==> src/include/synth_cfg_pkg.sv <==
package synth_cfg_pkg;

  // ----------------------------------------------------------------
  // Bus and register geometry
  // ----------------------------------------------------------------
  localparam int ADDR_W = 5;
  localparam int DATA_W = 32;
  localparam int REG_W = 24;
  localparam logic [ADDR_W-1:0] OFS_MOD = 5'h00;
  localparam logic [ADDR_W-1:0] OFS_FS = 5'h04;
  localparam logic [ADDR_W-1:0] OFS_PWR = 5'h08;
  localparam logic [ADDR_W-1:0] OFS_LF = 5'h0C;
  localparam logic [ADDR_W-1:0] OFS_STAT = 5'h10;

  // ----------------------------------------------------------------
  // Reset values
  // ----------------------------------------------------------------
  localparam logic [REG_W-1:0] RST_MOD = 24'h000000;
  localparam logic [REG_W-1:0] RST_FS = 24'h000000;
  localparam logic [REG_W-1:0] RST_PWR = 24'h000000;
  localparam logic [REG_W-1:0] RST_LF = 24'h000000;

  // ----------------------------------------------------------------
  // Field positions
  // ----------------------------------------------------------------
  localparam int MOD_SPREAD_LSB = 0;
  localparam int MOD_WIDE_BIT = 2;
  localparam int MOD_HALVE_BIT = 3;
  localparam int FS_TMO_LSB = 0;
  localparam int FS_FPUMP_LSB = 14;
  localparam int FS_SPUMP_LSB = 18;
  localparam int PWR_EN_LSB = 0;
  localparam int PWR_RST_BIT = 7;
  localparam int LF_CAP_LSB = 0;
  localparam int LF_R3F_LSB = 3;
  localparam int LF_RES3_LSB = 5;
  localparam int LF_R4F_LSB = 7;
  localparam int LF_RES4_LSB = 9;

  // ----------------------------------------------------------------
  // Codes and counts
  // ----------------------------------------------------------------
  localparam logic [1:0] SPREAD_WEAK = 2'h0;
  localparam logic [1:0] SPREAD_STRONG = 2'h2;
  localparam logic [1:0] SPREAD_NONE = 2'h3;
  localparam logic [13:0] TMO_HIZ = 14'h0000;
  localparam logic [13:0] TMO_ALWAYS = 14'h0001;
  localparam logic [13:0] TMO_LOW = 14'h0002;
  localparam logic [13:0] TMO_HIGH = 14'h0003;
  localparam logic [5:0] RES_STEP_KOHM = 6'h0A;
  localparam int NARROW_BITS = 12;

  typedef enum logic [1:0] {
    FS_IDLE = 2'b00,
    FS_COUNT = 2'b01,
    FS_HOLD = 2'b11
  } fs_state_e;

  typedef struct packed {
    logic spread_weak;
    logic spread_strong;
    logic spread_off;
    logic wide_denominator_select;
    logic output_halver;
    logic [21:0] frac_num_eff;
    logic [21:0] frac_den_eff;
    logic fast_active;
    logic [3:0] pump_code;
    logic [4:0] pump_mult;
    logic [6:0] power_en;
    logic [7:0] cap3_pf;
    logic [7:0] cap4_pf;
    logic [5:0] res3_kohm;
    logic [5:0] res4_kohm;
  } synth_ctrl_s;

endpackage

==> src/logic/synth_config_fast_settle.sv <==
module synth_config_fast_settle
  import synth_cfg_pkg::*;
(
  input wire logic clk,
  input wire logic rst_b,
  input wire logic [ADDR_W-1:0] addr,
  input wire logic [DATA_W-1:0] wdata,
  input wire logic wr_stb,
  input wire logic rd_stb,
  output logic [DATA_W-1:0] rdata,
  input wire logic [21:0] frac_num_in,
  input wire logic [21:0] frac_den_in,
  input wire logic freq_programmed,
  input wire logic pd_tick,
  input wire logic fast_settle_pin_in,
  output logic fast_settle_pin_out,
  output logic fast_settle_pin_oe,
  output synth_ctrl_s ctrl
);

  // ----------------------------------------------------------------
  // Register storage
  // ----------------------------------------------------------------
  logic [REG_W-1:0] modulator_divider_config_reg;
  logic [REG_W-1:0] fast_settle_config_reg;
  logic [REG_W-1:0] power_and_reset_control_reg;
  logic [REG_W-1:0] loop_filter_config_reg;
  logic [DATA_W-1:0] rdata_reg;
  logic [DATA_W-1:0] rdata_next;
  logic [1:0] pin_in_reg;

  logic defaults_hold;
  logic [13:0] timeout_code;
  logic wr_mod;
  logic wr_fs;
  logic wr_pwr;
  logic wr_lf;

  assign defaults_hold = power_and_reset_control_reg[PWR_RST_BIT];
  assign timeout_code = fast_settle_config_reg[FS_TMO_LSB +: 14];

  // ----------------------------------------------------------------
  // Address decode
  // ----------------------------------------------------------------
  always_comb begin
    wr_mod = 1'b0;
    wr_fs = 1'b0;
    wr_pwr = 1'b0;
    wr_lf = 1'b0;
    if (wr_stb && addr == OFS_MOD) begin
      wr_mod = 1'b1;
    end else if (wr_stb && addr == OFS_FS) begin
      wr_fs = 1'b1;
    end else if (wr_stb && addr == OFS_PWR) begin
      wr_pwr = 1'b1;
    end else if (wr_stb && addr == OFS_LF) begin
      wr_lf = 1'b1;
    end
  end

  // ----------------------------------------------------------------
  // Configuration registers
  // ----------------------------------------------------------------
  // defaults-reset clears the modulator, fast-settle and loop-filter registers
  // While held, other writes are dropped so defaults stay in place.
  always_ff @(posedge clk or negedge rst_b) begin
    if (!rst_b) begin
      modulator_divider_config_reg <= RST_MOD;
      fast_settle_config_reg <= RST_FS;
      loop_filter_config_reg <= RST_LF;
    end else if (wr_pwr && wdata[PWR_RST_BIT]) begin
      modulator_divider_config_reg <= RST_MOD;
      fast_settle_config_reg <= RST_FS;
      loop_filter_config_reg <= RST_LF;
    end else if (!defaults_hold) begin
      if (wr_mod) begin
        modulator_divider_config_reg <= wdata[REG_W-1:0];
      end
      if (wr_fs) begin
        fast_settle_config_reg <= wdata[REG_W-1:0];
      end
      if (wr_lf) begin
        loop_filter_config_reg <= wdata[REG_W-1:0];
      end
    end
  end

  // powered down on reset
  // Release write keeps defaults; a third write sets the enables.
  always_ff @(posedge clk or negedge rst_b) begin
    if (!rst_b) begin
      power_and_reset_control_reg <= RST_PWR;
    end else if (wr_pwr && wdata[PWR_RST_BIT]) begin
      power_and_reset_control_reg <= RST_PWR | (REG_W'(1) << PWR_RST_BIT);
    end else if (wr_pwr && defaults_hold) begin
      power_and_reset_control_reg <= RST_PWR;
    end else if (wr_pwr) begin
      power_and_reset_control_reg <= wdata[REG_W-1:0];
    end
  end

  // ----------------------------------------------------------------
  // Fast-settle timer
  // ----------------------------------------------------------------
  fs_state_e fs_state_reg;
  fs_state_e fs_state_next;
  logic [14:0] fs_count_reg;
  logic [14:0] fs_count_next;

  always_comb begin
    fs_state_next = fs_state_reg;
    fs_count_next = fs_count_reg;
    case (fs_state_reg)
      FS_IDLE: begin
        if (freq_programmed && timeout_code == TMO_ALWAYS) begin
          fs_state_next = FS_HOLD;
        end else if (freq_programmed && timeout_code > TMO_HIGH) begin
          fs_count_next = {timeout_code, 1'b0};
          fs_state_next = FS_COUNT;
        end
      end
      FS_COUNT: begin
        if (timeout_code <= TMO_HIGH) begin
          fs_count_next = 15'h0000;
          fs_state_next = (timeout_code == TMO_ALWAYS) ? FS_HOLD : FS_IDLE;
        end else if (freq_programmed) begin
          fs_count_next = {timeout_code, 1'b0};
        end else if (pd_tick) begin
          fs_count_next = fs_count_reg - 15'h0001;
          if (fs_count_reg == 15'h0001) begin
            fs_state_next = FS_IDLE;
          end
        end
      end
      FS_HOLD: begin
        if (timeout_code != TMO_ALWAYS) begin
          fs_state_next = FS_IDLE;
        end
      end
      default: begin
        fs_state_next = FS_IDLE;
        fs_count_next = 15'h0000;
      end
    endcase
    if (defaults_hold || wr_pwr && wdata[PWR_RST_BIT]) begin
      fs_state_next = FS_IDLE;
      fs_count_next = 15'h0000;
    end
  end

  always_ff @(posedge clk or negedge rst_b) begin
    if (!rst_b) begin
      fs_state_reg <= FS_IDLE;
      fs_count_reg <= 15'h0000;
    end else begin
      fs_state_reg <= fs_state_next;
      fs_count_reg <= fs_count_next;
    end
  end

  // ----------------------------------------------------------------
  // Fast-settle pin
  // ----------------------------------------------------------------
  // pin by code
  always_ff @(posedge clk or negedge rst_b) begin
    if (!rst_b) begin
      fast_settle_pin_out <= 1'b0;
      fast_settle_pin_oe <= 1'b0;
    end else begin
      case (timeout_code)
        TMO_HIZ: begin
          fast_settle_pin_out <= 1'b0;
          fast_settle_pin_oe <= 1'b0;
        end
        TMO_ALWAYS, TMO_LOW: begin
          fast_settle_pin_out <= 1'b0;
          fast_settle_pin_oe <= 1'b1;
        end
        TMO_HIGH: begin
          fast_settle_pin_out <= 1'b1;
          fast_settle_pin_oe <= 1'b1;
        end
        default: begin
          fast_settle_pin_out <= 1'b0;
          fast_settle_pin_oe <= (fs_state_next == FS_COUNT);
        end
      endcase
    end
  end

  // Pin level sampled for status only, so general output can be checked.
  always_ff @(posedge clk or negedge rst_b) begin
    if (!rst_b) begin
      pin_in_reg <= 2'b00;
    end else begin
      pin_in_reg <= {pin_in_reg[0], fast_settle_pin_in};
    end
  end

  // ----------------------------------------------------------------
  // Decoded controls
  // ----------------------------------------------------------------
  logic fast_now;
  logic [1:0] spread_code;
  logic [3:0] pump_sel;
  logic [1:0] res3_sel;
  logic [1:0] res4_sel;
  logic [7:0] cap3;
  logic [7:0] cap4;

  assign fast_now = (fs_state_next != FS_IDLE);
  assign spread_code = modulator_divider_config_reg[MOD_SPREAD_LSB +: 2];
  assign pump_sel = fast_now ? fast_settle_config_reg[FS_FPUMP_LSB +: 4]
                             : fast_settle_config_reg[FS_SPUMP_LSB +: 4];
  assign res3_sel = fast_now ? loop_filter_config_reg[LF_R3F_LSB +: 2]
                             : loop_filter_config_reg[LF_RES3_LSB +: 2];
  assign res4_sel = fast_now ? loop_filter_config_reg[LF_R4F_LSB +: 2]
                             : loop_filter_config_reg[LF_RES4_LSB +: 2];

  always_comb begin
    case (loop_filter_config_reg[LF_CAP_LSB +: 3])
      3'h0: begin
        cap3 = 8'h32;
        cap4 = 8'h32;
      end
      3'h1: begin
        cap3 = 8'h32;
        cap4 = 8'h64;
      end
      3'h3: begin
        cap3 = 8'h64;
        cap4 = 8'h32;
      end
      3'h4: begin
        cap3 = 8'h96;
        cap4 = 8'h32;
      end
      3'h5: begin
        cap3 = 8'h64;
        cap4 = 8'h64;
      end
      default: begin
        cap3 = 8'h32;
        cap4 = 8'h96;
      end
    endcase
  end

  always_ff @(posedge clk or negedge rst_b) begin
    if (!rst_b) begin
      ctrl <= '0;
    end else begin
      // spread decode
      // Reserved code 1 falls back to no spreading rather than guessing.
      ctrl.spread_weak <= (spread_code == SPREAD_WEAK);
      ctrl.spread_strong <= (spread_code == SPREAD_STRONG);
      ctrl.spread_off <= (spread_code == SPREAD_NONE) || (spread_code == 2'h1);
      ctrl.wide_denominator_select <= modulator_divider_config_reg[MOD_WIDE_BIT];
      ctrl.output_halver <= modulator_divider_config_reg[MOD_HALVE_BIT];
      if (modulator_divider_config_reg[MOD_WIDE_BIT]) begin
        ctrl.frac_num_eff <= frac_num_in;
        ctrl.frac_den_eff <= frac_den_in;
      end else begin
        ctrl.frac_num_eff <= {10'h000, frac_num_in[NARROW_BITS-1:0]};
        ctrl.frac_den_eff <= {10'h000, frac_den_in[NARROW_BITS-1:0]};
      end
      ctrl.fast_active <= fast_now;
      ctrl.pump_code <= pump_sel;
      ctrl.pump_mult <= {1'b0, pump_sel} + 5'h01;
      ctrl.power_en <= power_and_reset_control_reg[PWR_EN_LSB +: 7];
      ctrl.cap3_pf <= cap3;
      ctrl.cap4_pf <= cap4;
      ctrl.res3_kohm <= 6'(({4'h0, res3_sel} + 6'h01) * RES_STEP_KOHM);
      ctrl.res4_kohm <= 6'(({4'h0, res4_sel} + 6'h01) * RES_STEP_KOHM);
    end
  end

  // ----------------------------------------------------------------
  // Read port
  // ----------------------------------------------------------------
  always_comb begin
    rdata_next = '0;
    if (addr == OFS_MOD) begin
      rdata_next = {8'h00, modulator_divider_config_reg};
    end else if (addr == OFS_FS) begin
      rdata_next = {8'h00, fast_settle_config_reg};
    end else if (addr == OFS_PWR) begin
      rdata_next = {8'h00, power_and_reset_control_reg};
    end else if (addr == OFS_LF) begin
      rdata_next = {8'h00, loop_filter_config_reg};
    end else if (addr == OFS_STAT) begin
      rdata_next = {12'h000, pin_in_reg[1], defaults_hold, fs_state_reg, fs_count_reg, 1'b0};
    end
  end

  // Data stand for one cycle only, zero otherwise.
  always_ff @(posedge clk or negedge rst_b) begin
    if (!rst_b) begin
      rdata_reg <= '0;
    end else begin
      rdata_reg <= rd_stb ? rdata_next : '0;
    end
  end

  assign rdata = rdata_reg;

endmodule // synth_config_fast_settle

==> config.mk <==
export PLATFORM = sky130hd
export DESIGN_NAME = synth_config_fast_settle
export DESIGN_NICKNAME = d
export VERILOG_FILES = /design/src/include/synth_cfg_pkg.sv /design/src/logic/synth_config_fast_settle.sv
export SDC_FILE = /design/constraint.sdc
export NUM_CORES = 1
export LEC_CHECK = 0
export ABC_AREA = 1
export BUFFER_PORTS_ARGS = -buffer_cell sky130_fd_sc_hd__buf_2
export CAP_MARGIN = 5
export CORE_UTILIZATION = 55
export DETAILED_ROUTE_END_ITERATION = 10
export GPL_TIMING_DRIVEN = 1
export HOLD_SLACK_MARGIN = 0.1
export PLACE_DENSITY = 0.79
export SYNTH_ARGS = -nofsm -noshare
export SYNTH_HDL_FRONTEND = slang
export SYNTH_SLANG_ARGS = --single-unit
==> constraint.sdc <==
create_clock -name clk -period 4.74 [get_ports clk]
set_input_delay 0.711 -clock clk [delete_from_list [all_inputs] [get_ports clk]]
set_output_delay 0.711 -clock clk [all_outputs]
set_load 0.01 [all_outputs]
# Yosys cells after proc, flatten, opt, wreduce, memory -nomap -nowiden
# Index checks and enable logic that the tools add are counted.
# word_totals
regBits	241
latch_bits	0
ramBits	0
mem_bits_ro	0
input_bits	88
wordCells	138
mem_count	0
# classes
add_sub_neg	4
multipliers	2
n_div	0
order_cmp	2
n_eq_ne	24
n_shift	0
n_mux	53
bitwise	0
n_reduce_logical	28
# op_table
operator	count
$mux W24	16
$mux W15	6
$pmux W15 S3	1
$mux W44	1
$mux W32	1
$pmux W8 S2	2
$eq A14 B2 Y1 const B	2
$mux W2	11
$mux W20	1
$eq A15 B1 Y1 const B	1
$sub A15 B1 Y15 const B	1
$eq A14 B1 Y1 const B	1
$gt A14 B2 Y1 const B	1
$le A14 B2 Y1 const B	1
$logic_not A14 Y1	1
$ne A14 B1 Y1 const B	1
$mux W1	11
$eq A5 B4 Y1 const B	2
$mul A3 B3 Y5 const B	2
$logic_and A1 B1 Y1	8
$reduce_bool A2 Y1	4
$add A2 B1 Y3 const B	2
$eq A2 B1 Y1 const B	3
$eq A2 B2 Y1 const B	3
22 further kinds	30

# Logic depth before layout (Yosys ltp)
# logic_depth
word_depth	12
depth_mapped	14

# Least setup slack after synthesis
# No wires, ideal clock.
# synth_timing
path_kind	input-to-reg
from	in addr[1]
to	reg ctrl[10] (netlist name)
setup_time_ps	126
arrival_time_ps	2030
slack_ps	2584
path_stages	11
n_path_buf	1
path_cell_list	nor2_2 nand3_2 inv_2 nand2_2 nor2_4 nor2_4 nand2_2 buf_2 nand2_1 o21ai_1 ha_1
# synth_via
elab_chain_len	12
word_cells_on_any_way	16
classes_between	add/sub: 1; mul: 1; eq/ne: 2; mux: 5; reduce/logical: 7
# synth_lines
item	line	rtl
start: declaration	synth_config_fast_settle.sv:6	input wire logic [ADDR_W-1:0] addr,
$eq A5 B4 Y1	synth_config_fast_settle.sv:54	end else if (wr_stb && addr == OFS_PWR) begin
$logic_and A1 B1 Y1	synth_config_fast_settle.sv:54	
$mux W1	synth_config_fast_settle.sv:54	
$mux W1	synth_config_fast_settle.sv:52	end else if (wr_stb && addr == OFS_FS) begin
$mux W1 (*)	synth_config_fast_settle.sv:50	if (wr_stb && addr == OFS_MOD) begin
$logic_and A1 B1 Y1 (*)	synth_config_fast_settle.sv:145	if (defaults_hold || wr_pwr && wdata[PWR_RST_BIT]) begin
$logic_or A1 B1 Y1 (*)	synth_config_fast_settle.sv:145	
$mux W2 (*)	synth_config_fast_settle.sv:145	
$reduce_bool A2 Y1 (*)	synth_config_fast_settle.sv:211	assign fast_now = (fs_state_next != FS_IDLE);
$mux W2 (*)	synth_config_fast_settle.sv:215	assign res3_sel = fast_now ? loop_filter_config_reg[LF_R3F_LSB +: 2]
$add A2 B1 Y3 (*)	synth_config_fast_settle.sv:273	ctrl.res3_kohm <= 6'(({4'h0, res3_sel} + 6'h01) * RES_STEP_KOHM);
$mul A3 B3 Y5 (*)	synth_config_fast_settle.sv:273	
end: declaration	synth_config_fast_settle.sv:18	output synth_ctrl_s ctrl
# Mark *: on every way between the ends. The rest lies on a longest branch, timed or not.
# A chain may end at the register's enable or synchronous reset.

# Worst setup path after layout
# layout_timing
from	in addr[4]
to	reg power_and_reset_control_reg[3]
# layout_via
elab_chain_len	8
word_cells_on_any_way	14
classes_between	eq/ne: 2; mux: 5; reduce/logical: 7
# layout_lines
item	line	rtl
$eq A5 B4 Y1	synth_config_fast_settle.sv:54	
$logic_and A1 B1 Y1	synth_config_fast_settle.sv:54	
$mux W1	synth_config_fast_settle.sv:54	
$mux W1	synth_config_fast_settle.sv:52	
$mux W1 (*)	synth_config_fast_settle.sv:50	
$logic_and A1 B1 Y1	synth_config_fast_settle.sv:95	end else if (wr_pwr && defaults_hold) begin
$mux W24	synth_config_fast_settle.sv:95	
$mux W24	synth_config_fast_settle.sv:93	end else if (wr_pwr && wdata[PWR_RST_BIT]) begin
end signal: assignment	synth_config_fast_settle.sv:94	power_and_reset_control_reg <= RST_PWR | (REG_W'(1) << PWR_RST_BIT);
end signal: assignment	synth_config_fast_settle.sv:98	power_and_reset_control_reg <= wdata[REG_W-1:0];
end: declaration	synth_config_fast_settle.sv:26	logic [REG_W-1:0] power_and_reset_control_reg;
# Marked as above.

==> impl_summary.txt <==
----------------------------------------------------
[Outcome]
  Status ... finished clean

[Synth]
  Netlist area before placement ... 0.00906 mm2
  Largest area contributor in the netlist ... sky130_fd_sc_hd__dfrtp_1
  Cell variety after synth ... 38
  Cell with the most instances after synthesis ... sky130_fd_sc_hd__dfrtp_1
  Post-synth top area share ... 0.622
  Flip-flop cell with the highest count after synthesis ... sky130_fd_sc_hd__dfrtp_1
  Post-synthesis sequential area ratio ... 0.622
  Register bit total from synthesis ... 225
  List of most frequent post-synthesis cells ... sky130_fd_sc_hd__dfrtp_1 (225), sky130_fd_sc_hd__nand2_1 (217), sky130_fd_sc_hd__o21ai_0 (120), sky130_fd_sc_hd__inv_1 (83), sky130_fd_sc_hd__a21oi_1 (54)
  Number of enable-type register cells in the synthesized netlist ... 0
  Post-synthesis cell count ... 935
  Share of synthesized flip-flops with an asynchronous set or reset ... 1.00
  Synth Area per Inst ... 9.69 um2
  Largest cells by area after synthesis ... sky130_fd_sc_hd__dfrtp_1 (62%), sky130_fd_sc_hd__nand2_1 (9.0%), sky130_fd_sc_hd__o21ai_0 (6.6%)
  Yosys warning count ... 0

[Worst setup path]
  Stages on worst setup path ... 8
  Largest fanout of any net on the critical path ... 23
  Endpoint class of the critical path ... flop
  Classification of the worst setup path ... input pin to flop
  Largest delay contributor family on the critical path ... simple AND/OR/NAND/NOR gates
  Path depth of the worst reg2reg path ... 6
  Worst Path Buf+Inv ... 3
  Critical-path cell with the highest stage delay ... sky130_fd_sc_hd__nand2_1
  Data required time at the worst endpoint ... 5.14 ns
  Startpoint types ... input pin
  CP cell instances ... buf_2 > nor2_1 > nand3_2 > inv_2 > nand2_2 > inv_1 > nand2_1 > o21ai_0
  Maximum cell stage delay along the critical path ... 0.69 ns
  Worst endpoint data arrival time ... 3.60 ns

[Clock tree]
  Clock latency of the later-clocked register in the worst-skew pair ... 0.51 ns
  Number of CTS-inserted buffers ... 23
  Gates resized, CTS repair ... 0
  Root buffer selected by CTS ... sky130_fd_sc_hd__clkbuf_16
  CTS tree ... yes
  Hold buffer count at CTS ... 0
  Largest buffer count on any clock path ... 3
  Clock slew seen by the registers of the worst setup and hold paths ... 0.06 ns
  Post-CTS setup buffers ... 0
  CTS H-tree lvls ... 1
  Num Clock Sinks ... 225

[Place]
  Routability-driven placement congestion ratio ... 0.950
  Count of buffers inserted at the top-level ports ... 193
  Cells after DPL ... 1306
  Half-perimeter wire length of the detailed placement result ... 14900 um
  Standard cell area after detailed placement ... 0.0101 mm2

[Finish]
  End-of-flow core utilization ... 0.684
  Total of fill cells in the finished design ... 1218
  Register ranked first by flip-flop count ... ctrl
  Number of flip-flops under the largest register name ... 84
  Non-Filler Cell Area, Final ... 0.0109 mm2
  Syn-to-layout area delta ... 20.8%
  Layout Cells excl Fill ... 1350
  Fraction of final layout cells with drive strength greater than 1 ... 0.232
  Nets@finish ... 1209

[Timing]
  Max Clk Rate ... 313 MHz
  Final Setup Violations ... 0
  Hold Worst Slack ... 0.283 ns
  Total count of hold-check failures in the final report ... 0
  Max Transition Viols Final ... 0
  RSZ-0062 raised after global routing ... no
  Final worst path period need ... 3.20 ns
  Headroom to the max-slew limit ... 0.216
  Setup skew after layout ... 0.00828 ns
  Setup TNS Final ... 0 ns
  Measured slew at the worst slew-check pin ... 1.17 ns
  Post-route fraction of the period consumed by the critical path ... 0.675

[Global route]
  Antenna violations before repair ... 1
  Wire length of the first global-routing pass ... 37000 um
  Total global routing overflow ... 0
  Number of global-route vias before repair ... 6966
  Tot GR Track Use ... 0.284
  Largest net degree at the start of global routing ... 132

[Pwr]
  VDD IR-drop max ... 326 uV
  Power per Cell Area ... 498 mW/mm2
  Leakage dissipation ... 5.72 nW

[Min path]
  Worst hold path class ... input pin to asynchronous set/reset pin

[Floorplan]
  Number of core rows ... 46
  Die Footprint ... 0.0170 mm2
  Initial Utilization ... 0.566
  Die Ht ... 130 um
  Placeable core region ... 0.0160 mm2
  Width of the chip ... 130 um
  Ports ... 216

[Route]
  Vias after detailed routing ... 7388
  DRT Pass-1 Iters ... 5
  ANT nets after route ... 0
  Iteration-0 DRC Markers ... 535
  Routed length per placed instance ... 17.7 um
  Average via count per standard cell ... 5.47
  Total Wirelength ... 23900 um
  Residual DRC ... 0
  Met2 wire length ... 11800 um
  Met3 wire length ... 1790 um
  DRT met1 WL ... 9370 um
  Uppermost metal layer occupied by signal nets ... met4

[Job]
  Number of maximum-capacitance constraint violations ... 0

----------------------------------------------------
[per-layer routing]
layer | vias to the layer above | track usage
li1 | 3396 | -
met1 | 3559 | 0.371
met2 | 356 | 0.474
met3 | 77 | 0.0488
met4 | 0 | 0.115
met5 | - | 0
[per-stage QoR]
step,setup WS [ns],total power [mW]
final,1.54,5.45
after global routing,1.47,5.72
after CTS,1.64,5.46
after detailed placement,1.21,3.49
after global placement,1.26,3.44
after floorplan,2.58,3.11
[cell type report]
class                   count  area (um2)  area share
repair buffers            200        1040      0.0951
well taps                 216         270      0.0247
diodes                      2        5.00    0.000457
clock inverters            11         184      0.0168
flip-flops and latches    225        5630       0.515
clock buffers              31         636      0.0581
inverters                  87         327      0.0298
multi-input cells         578        2850       0.260
[final timing paths]
check,slack [ns],start,endpoint
worst max-delay path,1.54,addr[4],power_and_reset_control_reg[3]
worst min-delay path,0.28,rst_b,rdata[13]
worst max register to register,2.38,fs_state_reg[1],ctrl[4]
worst min register to register,0.35,pin_in_reg[0],pin_in_reg[1]
max in group asynchronous,3.45,rst_b,ctrl[37]
min in group clk,0.31,frac_den_in[4],ctrl[49]
[power breakdown]
| part | internal [mW] | switching, mW | total [mW] |
|---|---|---|---|
| Combinational | 0.371 | 0.695 | 1.07 |
| Sequential | 2.23 | 0.203 | 2.43 |
| Clock | 1.22 | 0.743 | 1.96 |
| Total | 3.81 | 1.64 | 5.45 |
[worst register-to-register path, cell delays in order, from the launching register on]
cell	delay, ns
sky130_fd_sc_hd__dfrtp_1	0.43
sky130_fd_sc_hd__nor2_1	0.57
sky130_fd_sc_hd__nand3_1	0.17
sky130_fd_sc_hd__nand3_2	0.16
sky130_fd_sc_hd__nand2_2	0.21
sky130_fd_sc_hd__o21ai_1	0.41
sky130_fd_sc_hd__ha_1	0.30
[logic make-up after synthesis]
| logic type | synth area share |
|---|---|
| AND/OR/NAND/NOR | 0.145 |
| AO/OA/AOI/OAI | 0.147 |
| flip-flops | 0.622 |
| buffers and inverters | 0.0716 |
| XOR/XNOR | 0.00677 |
| adder cells (fa/ha/maj) | 0.00829 |
| other | 0.000414 |
[cell usage in the layout, fill, tap and decap left out, types with 11 or more instances in the layout]
cell type / n
sky130_fd_sc_hd__o21ai_0: 120
sky130_fd_sc_hd__buf_2: 192
sky130_fd_sc_hd__clkbuf_16: 23
sky130_fd_sc_hd__nand2_1: 217
sky130_fd_sc_hd__inv_1: 83
sky130_fd_sc_hd__dfrtp_1: 225
sky130_fd_sc_hd__o22ai_1: 11
sky130_fd_sc_hd__nand3_1: 24
sky130_fd_sc_hd__nor2_1: 46
sky130_fd_sc_hd__a221oi_1: 14
sky130_fd_sc_hd__o21ai_1: 18
sky130_fd_sc_hd__a21oi_1: 51
sky130_fd_sc_hd__conb_1: 14
Note: power is estimated with default switching activity, not from simulation.
